### src/core/mpd_consts.svh
// constants for the multifunction pin input decoder
// assumes inclusion by core files only; no logic here
`ifndef MPD_CONSTS_SVH
`define MPD_CONSTS_SVH
// register byte addresses (word aligned, avalon-mm)
`define MPD_CFG_OFS 4'h0
`define MPD_STAT_OFS 4'h4
`define MPD_CTRL_OFS 4'h8
// configuration field layout
`define MPD_DIR_BIT 7
// configuration reset value: no function attached
`define MPD_CFG_RST 8'h00
// input function codes
`define MPD_C_HIZ 8'h00
`define MPD_C_TWH_RST 8'h05
`define MPD_C_HOLDOVER 8'h10
`define MPD_C_FREERUN 8'h11
`define MPD_C_PHS_RST 8'h12
`define MPD_C_PHS_INC 8'h13
`define MPD_C_PHS_DEC 8'h14
`define MPD_C_OVR_BASE 8'h20
`define MPD_C_VTO_BASE 8'h30
`define MPD_C_OEN_BASE 8'h40
`define MPD_C_OEN_ALL 8'h46
`define MPD_C_SYNC 8'h47
// control strobe vector positions
`define MPD_S_TWH 0
`define MPD_S_HOLD 1
`define MPD_S_FREE 2
`define MPD_S_PRST 3
`define MPD_S_PINC 4
`define MPD_S_PDEC 5
`define MPD_S_SYNC 6
`define MPD_S_OVR 7
`define MPD_S_VTO 11
`define MPD_S_OEN 15
`define MPD_S_W 21
`endif

### src/core/mpd_pkg.sv
// types for the multifunction pin input decoder
// assumes mpd_consts.svh is on the include path
package mpd_pkg;
  `include "mpd_consts.svh"
  // strobe vector, one bit per mirrored control bit
  typedef logic [`MPD_S_W-1:0] mpd_strobe_type;
  // bus answer states
  typedef enum logic [2:0] {
    MPD_IDLE = 3'b001,
    MPD_ACK = 3'b010,
    MPD_DONE = 3'b100
  } mpd_bus_type;
endpackage : mpd_pkg

### src/core/mpd_decode.sv
// combinational decode of configuration code to strobe vector
// assumes the pin level is already synchronous to the system clock
`timescale 1ns/1ps
`include "mpd_consts.svh"
module mpd_decode (
  // code and pin
  input wire logic [7:0] cfg_code,
  input wire logic pin_level,
  // decoded strobes
  output mpd_pkg::mpd_strobe_type strobe
);
  import mpd_pkg::*;

  // decode code and route pin level
  always_comb begin
    strobe = '0;
    if (!cfg_code[`MPD_DIR_BIT]) begin
      case (cfg_code)
        `MPD_C_HIZ: strobe = '0;
        `MPD_C_TWH_RST: strobe[`MPD_S_TWH] = pin_level;
        `MPD_C_HOLDOVER: strobe[`MPD_S_HOLD] = pin_level;
        `MPD_C_FREERUN: strobe[`MPD_S_FREE] = pin_level;
        `MPD_C_PHS_RST: strobe[`MPD_S_PRST] = pin_level;
        `MPD_C_PHS_INC: strobe[`MPD_S_PINC] = pin_level;
        `MPD_C_PHS_DEC: strobe[`MPD_S_PDEC] = pin_level;
        `MPD_C_OEN_ALL: strobe[`MPD_S_OEN +: 6] = {6{pin_level}};
        `MPD_C_SYNC: strobe[`MPD_S_SYNC] = pin_level;
        default: begin
          if (cfg_code[7:2] == 6'(`MPD_C_OVR_BASE >> 2))
            strobe[`MPD_S_OVR + 32'(cfg_code[1:0])] = pin_level;
          else if (cfg_code[7:2] == 6'(`MPD_C_VTO_BASE >> 2))
            strobe[`MPD_S_VTO + 32'(cfg_code[1:0])] = pin_level;
          else if (cfg_code[7:3] == 5'(`MPD_C_OEN_BASE >> 3) && cfg_code[2:0] < 3'h6)
            strobe[`MPD_S_OEN + 32'(cfg_code[2:0])] = pin_level;
          else
            strobe = '0;
        end
      endcase
    end
  end
endmodule : mpd_decode

### src/core/mpd_top.sv
// multifunction pin input decoder with avalon-mm configuration
// assumes pin and bus are synchronous to clock
// assumes the bus master holds each request until waitrequest is low
//
// Design decisions made here: the Avalon-MM slave port and the register addresses.
`timescale 1ns/1ps
`include "mpd_consts.svh"
module mpd_top (
  // clock and reset
  input wire logic clock,
  input wire logic sys_rst,
  // avalon-mm slave
  input wire logic [3:0] avs_address,
  input wire logic avs_read,
  input wire logic avs_write,
  input wire logic [31:0] avs_writedata,
  input wire logic [3:0] avs_byteenable,
  output logic [31:0] avs_readdata,
  output logic avs_waitrequest,
  // multifunction pin
  input wire logic mf_pin,
  // mirrored control strobes
  output logic twh_reset_ff,
  output logic user_holdover_ff,
  output logic user_freerun_ff,
  output logic phase_reset_ff,
  output logic phase_inc_ff,
  output logic phase_dec_ff,
  output logic dist_sync_ff,
  output logic [3:0] mon_override_ff,
  output logic [3:0] vto_force_ff,
  output logic [5:0] out_enable_ff
);
  import mpd_pkg::*;

  logic [7:0] cfg_ff; // configuration byte
  mpd_strobe_type sw_ctrl_ff; // software-written control bits, only 21 kept
  logic wr_ack; // held write accepted at this edge
  wire logic [`MPD_S_W-1:0] lane_mask; // control bits reached by enabled lanes
  mpd_strobe_type pin_strobe; // decoded pin contribution
  mpd_strobe_type nxt_strobe; // combined strobe value
  mpd_bus_type bus_ff; // bus answer state

  // register select, reused by read and write
  function automatic logic hit(input logic [3:0] a, input logic [3:0] ofs);
    hit = (a == ofs);
  endfunction : hit

  // code decoder
  mpd_decode u_dec (
    .cfg_code(cfg_ff),
    .pin_level(mf_pin),
    .strobe(pin_strobe)
  );

  // bus handshake: one wait cycle, then ack
  always_ff @(posedge clock or posedge sys_rst) begin
    if (sys_rst) begin
      bus_ff <= MPD_IDLE;
    end else begin
      case (bus_ff)
        MPD_IDLE: if (avs_read || avs_write) bus_ff <= MPD_ACK;
        MPD_ACK: bus_ff <= MPD_DONE;
        MPD_DONE: bus_ff <= MPD_IDLE;
        default: bus_ff <= MPD_IDLE;
      endcase
    end
  end

  // waitrequest low only in ack cycle
  always_ff @(posedge clock or posedge sys_rst) begin
    if (sys_rst) begin
      avs_waitrequest <= 1'b1;
    end else begin
      avs_waitrequest <= !(bus_ff == MPD_IDLE && (avs_read || avs_write));
    end
  end

  // write accepted: the ack cycle of a held write
  always_comb begin
    wr_ack = (bus_ff == MPD_ACK) && avs_write;
  end

  // configuration byte, lane 0 only, updated at the ack edge
  always_ff @(posedge clock or posedge sys_rst) begin
    if (sys_rst) begin
      // no function attached after reset
      cfg_ff <= `MPD_CFG_RST;
    end else if (wr_ack && hit(avs_address, `MPD_CFG_OFS) && avs_byteenable[0]) begin
      // whole byte, direction bit included
      cfg_ff <= avs_writedata[7:0];
    end
  end

  // lane mask: lanes 0 and 1 whole, lane 2 only up to the top kept bit
  for (genvar g = 0; g < 3; g++) begin : g_lane
    if (g < 2) begin : g_full
      // full byte lane
      assign lane_mask[g*8 +: 8] = {8{avs_byteenable[g]}};
    end else begin : g_top
      // top lane, only the kept bits
      assign lane_mask[`MPD_S_W-1:16] = {(`MPD_S_W-16){avs_byteenable[g]}};
    end
  end

  // software control bits, merged lane by lane at the ack edge
  always_ff @(posedge clock or posedge sys_rst) begin
    if (sys_rst) begin
      sw_ctrl_ff <= '0;
    end else if (wr_ack && hit(avs_address, `MPD_CTRL_OFS)) begin
      // bits of disabled lanes keep their value
      sw_ctrl_ff <= (sw_ctrl_ff & ~lane_mask) | (avs_writedata[`MPD_S_W-1:0] & lane_mask);
    end
  end

  // read data, prepared for the ack edge
  always_ff @(posedge clock or posedge sys_rst) begin
    if (sys_rst) begin
      avs_readdata <= 32'h0;
    end else if (bus_ff == MPD_IDLE && avs_read) begin
      if (hit(avs_address, `MPD_CFG_OFS))
        avs_readdata <= {24'h0, cfg_ff};
      else if (hit(avs_address, `MPD_STAT_OFS))
        avs_readdata <= {11'h0, nxt_strobe};
      else if (hit(avs_address, `MPD_CTRL_OFS))
        avs_readdata <= {11'h0, sw_ctrl_ff[`MPD_S_W-1:0]};
      else
        avs_readdata <= 32'h0;
    end
  end

  // pin acts exactly like the control bit: or with software
  always_comb begin
    nxt_strobe = sw_ctrl_ff[`MPD_S_W-1:0] | pin_strobe;
  end

  // mirror of the history clear bit, one edge behind the pin
  // tuning history reset
  always_ff @(posedge clock or posedge sys_rst) begin
    if (sys_rst) begin
      twh_reset_ff <= 1'b0;
    end else begin
      twh_reset_ff <= nxt_strobe[`MPD_S_TWH];
    end
  end

  // loop mode requests, levels held while the pin is high
  // holdover and free run
  always_ff @(posedge clock or posedge sys_rst) begin
    if (sys_rst) begin
      user_holdover_ff <= 1'b0;
      user_freerun_ff <= 1'b0;
    end else begin
      user_holdover_ff <= nxt_strobe[`MPD_S_HOLD];
      user_freerun_ff <= nxt_strobe[`MPD_S_FREE];
    end
  end

  // accumulated offset back to zero
  // phase offset reset
  always_ff @(posedge clock or posedge sys_rst) begin
    if (sys_rst) begin
      phase_reset_ff <= 1'b0;
    end else begin
      phase_reset_ff <= nxt_strobe[`MPD_S_PRST];
    end
  end

  // one increment up; the consumer counts its own steps
  // phase step up
  always_ff @(posedge clock or posedge sys_rst) begin
    if (sys_rst) begin
      phase_inc_ff <= 1'b0;
    end else begin
      phase_inc_ff <= nxt_strobe[`MPD_S_PINC];
    end
  end

  // one increment down; the consumer counts its own steps
  // phase step down
  always_ff @(posedge clock or posedge sys_rst) begin
    if (sys_rst) begin
      phase_dec_ff <= 1'b0;
    end else begin
      phase_dec_ff <= nxt_strobe[`MPD_S_PDEC];
    end
  end

  // distribution sync request
  // soft sync
  always_ff @(posedge clock or posedge sys_rst) begin
    if (sys_rst) begin
      dist_sync_ff <= 1'b0;
    end else begin
      dist_sync_ff <= nxt_strobe[`MPD_S_SYNC];
    end
  end

  // reference a..d monitor overrides
  // monitor overrides
  always_ff @(posedge clock or posedge sys_rst) begin
    if (sys_rst) begin
      mon_override_ff <= 4'h0;
    end else begin
      mon_override_ff <= nxt_strobe[`MPD_S_OVR +: 4];
    end
  end

  // reference a..d forced validation timeouts
  // validation timeouts
  always_ff @(posedge clock or posedge sys_rst) begin
    if (sys_rst) begin
      vto_force_ff <= 4'h0;
    end else begin
      vto_force_ff <= nxt_strobe[`MPD_S_VTO +: 4];
    end
  end

  // output channel enables zero to five
  // output enables
  always_ff @(posedge clock or posedge sys_rst) begin
    if (sys_rst) begin
      out_enable_ff <= 6'h0;
    end else begin
      out_enable_ff <= nxt_strobe[`MPD_S_OEN +: 6];
    end
  end
endmodule : mpd_top

### config.mk
export PLATFORM = sky130hd
export DESIGN_NAME = mpd_top
export DESIGN_NICKNAME = d
export VERILOG_FILES = /design/src/core/mpd_pkg.sv /design/src/core/mpd_decode.sv /design/src/core/mpd_top.sv
export VERILOG_INCLUDE_DIRS = /design/src /design/src/core
export SDC_FILE = /design/constraint.sdc
export NUM_CORES = 1
export LEC_CHECK = 0
export ABC_AREA = 1
export BUFFER_PORTS_ARGS = -buffer_cell sky130_fd_sc_hd__buf_2
export CAP_MARGIN = 0
export CORE_MARGIN = 4
export CORE_UTILIZATION = 39
export DETAILED_ROUTE_END_ITERATION = 16
export HOLD_SLACK_MARGIN = 0.12
export PLACE_DENSITY_LB_ADDON = 0.2
export SYNTH_ARGS = -nofsm -noshare
export SYNTH_HDL_FRONTEND = slang
export SYNTH_SLANG_ARGS = --single-unit
### constraint.sdc
create_clock -name clock -period 6.08 [get_ports clock]
set_clock_uncertainty 0.1 [all_clocks]
set_input_delay 0.608 -clock clock [delete_from_list [all_inputs] [get_ports clock]]
set_output_delay 0.608 -clock clock [all_outputs]
set_load 0.02 [all_outputs]
==> impl_metrics.csv <==
group,metric,value,unit
synthesis,synthTopCellsByCount,"nand2_1 (126), inv_1 (75), dfrtp_1 (73), o21ai_0 (44), nand3_1 (41)",
synthesis,synth_xor_area_frac,0,
cells_and_area,multiInputGateArea,1627,sq um
synthesis,synth_area_leader_cell,"dfrtp_1",
synthesis,synthTopCellsByArea,"dfrtp_1 (47%), nand2_1 (12%), inv_1 (7.2%)",
worst_setup_path,r2r_cells,8,
worst_setup_path,slowest_stage,"nor2_2",
clock_network,cts_tree,"yes",
cells_and_area,num-fill-cells,1008,
synthesis,yosys.area.top_type_share,0.4681,
synthesis,synth_cells,503,
cells_and_area,nets,627,
grt,grt_usage,0.1811,
floorplan,io_pins,99,
grt,grtUsageMet2,0.2869,
power_and_ir_drop,vdd_drop_max,197.1,uV
grt,grt_max_degree,76,
floorplan,die_area,11670,sq um
synthesis,synthAdderAreaFrac,0.01603,
clock_network,post-cts-setup-buffers,0,
timing,max_clock_freq,342.9,MHz
synthesis,syn-mean-instance-area,7.758,sq um
detailed_routing,routed_via_density,4.738,
worst_setup_path,cp.buffers_inverters,2,
grt,antenna_found_initial,0,
synthesis,async_flop_share,1.000,
place,place.gp.congestion,0.8963,
synthesis,yosys_most_used_dff,"dfrtp_1",
worst_setup_path,critPathRequiredTime,6.26,ns
synthesis,ys_seq_elements,75,
worst_setup_path,worst_setup_path_end_kind,"flop",
cells_and_area,syn2layout_area_growth,18.37,%
min_path,hold_depth,2,
run_status,status,"finished, final reports clean",
clock_network,clk_latency,0.35,ns
worst_setup_path,max_stage_delay,1.05,ns
timing,rsz0062_at_grt,"no",
timing,holdWs,0.3710,ns
grt,met1_usage,0.2514,
grt,grt_pass1_wl,16410,um
clock_network,cts_resized,0,
run,maxCapViolCount,0,
worst_setup_path,critPathLaunchType,"flop",
min_path,holdPathEnd,"vto_force_ff[1]",
clock_network,cts.path.max_buffers,2,
worst_setup_path,cp_cell_sequence,"inv_1 > nor3_1 > nand2_1 > nor2_2 > nand2_1 > inv_1 > nand2_1 > nand2_1",
cells_and_area,seq_area,1879,sq um
worst_setup_path,reg2reg_to,"avs_readdata[18]",
worst_setup_path,startpoint,"bus_ff[0]",
clock_network,numCtsBuffers,9,
worst_setup_path,critical_path_class,"reg2reg",
timing,tightest_slew,1.033,ns
floorplan,rows,36,
detailed_routing,wire_per_inst,14.28,um
timing,min_period,2.916,ns
detailed_routing,drt-total-wl,10210,um
min_path,hold_class,"reg2reg",
cells_and_area,drive_gt1_frac,0.2216,
worst_setup_path,reg2reg_slack,3.16,ns
place,place_area,4359,sq um
detailed_routing,ant_nets,0,
timing,fin_crit_sh,0.4797,
detailed_routing,vias,3388,
synthesis,synth_most_common_cell,"nand2_1",
worst_setup_path,crit_arrival,3.10,ns
power_and_ir_drop,p_per_area,372.1,nW/um^2
power_and_ir_drop,p_leak,2.529,nW
timing,fin_setup_tns,0,ns
place,place_hpwl,7425,um
synthesis,synth_top_family_by_area,"simple AND/OR/NAND/NOR gates",
grt,globalRouteMet3Util,0.04060,
timing,finalHoldViolCount,0,
floorplan,die_x,108.0,um
timing,setup_viol,0,
grt,grt.busiest_layer,"met2",
clock_network,cts_sinks,75,
clock_network,cts-root-buf,"clkbuf_8",
clock_network,holdBufCountCts,0,
worst_setup_path,path_max_fanout,23,
worst_setup_path,r2r-start,"bus_ff[0]",
floorplan,start_util,0.3993,
worst_setup_path,path_common_cell,"nand2_1",
synthesis,yosys.cell_types.count,30,
floorplan,die_h,108.0,um
clock_network,cts-htree-levels,3,
cells_and_area,diodes,0,
worst_setup_path,cpLargestDelayFamily,"simple AND/OR/NAND/NOR gates",
timing,report.final.slew_viol_count,0,
grt,overflow,0,
detailed_routing,dr.pass1.iters,5,
clock_network,path_clk_slew,0.08,ns
synthesis,synthSimpleGateAreaFrac,0.2873,
grt,grt_pass1_vias,3221,
cells_and_area,design_area,4619,sq um
synthesis,synth_area,3902,sq um
timing,slew_headroom,0.3104,
place,port_buffers,75,
floorplan,core,9774,sq um
synthesis,ys_seq_area_frac,0.4816,
detailed_routing,drt_first_iter_violations,218,
synthesis,synthMuxAreaShare,0,
synthesis,synth-edff-count,0,
detailed_routing,drc,0,
synthesis,synth-compound-area-share,0.1023,
synthesis,ys_warn_count,0,
==> power breakdown <==
| part | internal [mW] | switching (mW) |
|---|---|---|
| Combinational | 0.167 | 0.403 |
| Sequential | 0.602 | 0.0555 |
| Clock | 0.306 | 0.186 |
==> per-layer routing <==
metal  wire, um  share of wire
met1       4799           0.47
met3        528          0.052
met5          0              0
met4        116          0.011
met2       4766           0.47
==> through the flow <==
stage	instances	total power [mW]	utilization	worst slack [ns]
after floorplan	513	1.070	-	3.465
after global placement	699	1.233	0.4460	3.155
after detailed placement	699	1.242	0.4460	3.099
after CTS	715	1.738	0.4726	3.119
after global routing	715	1.830	0.4726	2.844
final	715	1.719	0.4726	3.164
==> final cells by class <==
type | count | share of cell area
inverters | 79 | 0.06419
well taps | 133 | 0.03602
flip-flops and latches | 75 | 0.4068
multi-input cells | 335 | 0.3521
clock buffers | 12 | 0.03575
clock inverters | 4 | 0.02059
repair buffers | 77 | 0.08451
==> worst max path at each step <==
stage / to / slack, ns / cells past startpoint
final: avs_readdata[18] / 3.16 / 8
after global routing: avs_readdata[15] / 2.84 / 8
after CTS: avs_readdata[13] / 3.12 / 6
after detailed placement: cfg_ff[6] / 3.10 / 6
after global placement: avs_readdata[13] / 3.16 / 6
after floorplan: async pin / 3.47 / 1
==> worst min-delay path: cells and delay by family, from the launching register on <==
kind,cells,cell delay (ns)
buffers and inverters,1,0.04
AO/OA/AOI/OAI,1,0.05
flip-flops,1,0.35
==> cell families (layout without fill, tap and decap cells) <==
logic type	count (synthesis)	in the layout
fa+ha+maj	5	5
simple gates	245	245
compound gates	74	74
other cells	1	11
buf+inv	103	172
flops	75	75
==> cell usage in the layout, fill, tap and decap left out, types with 2 or more instances in the layout <==
| cell | n |
|---|---|
| a22oi_1 | 7 |
| inv_1 | 74 |
| ha_1 | 5 |
| clkbuf_8 | 12 |
| o21ai_0 | 44 |
| nand2_4 | 2 |
| inv_2 | 5 |
| nand3_1 | 41 |
| buf_2 | 75 |
| bufinv_16 | 3 |
| nor2_1 | 35 |
| nand4_1 | 9 |
| nor2_4 | 4 |
| a21o_1 | 2 |
| nor3_1 | 3 |
| conb_1 | 11 |
| a21oi_1 | 19 |
| nor2_2 | 2 |
| nand2_1 | 126 |
| dfrtp_1 | 73 |
| dfstp_2 | 2 |
| nand2_2 | 15 |
| nand3_2 | 3 |
| buf_4 | 2 |
No activity file was read; power rests on OpenSTA's default activity.
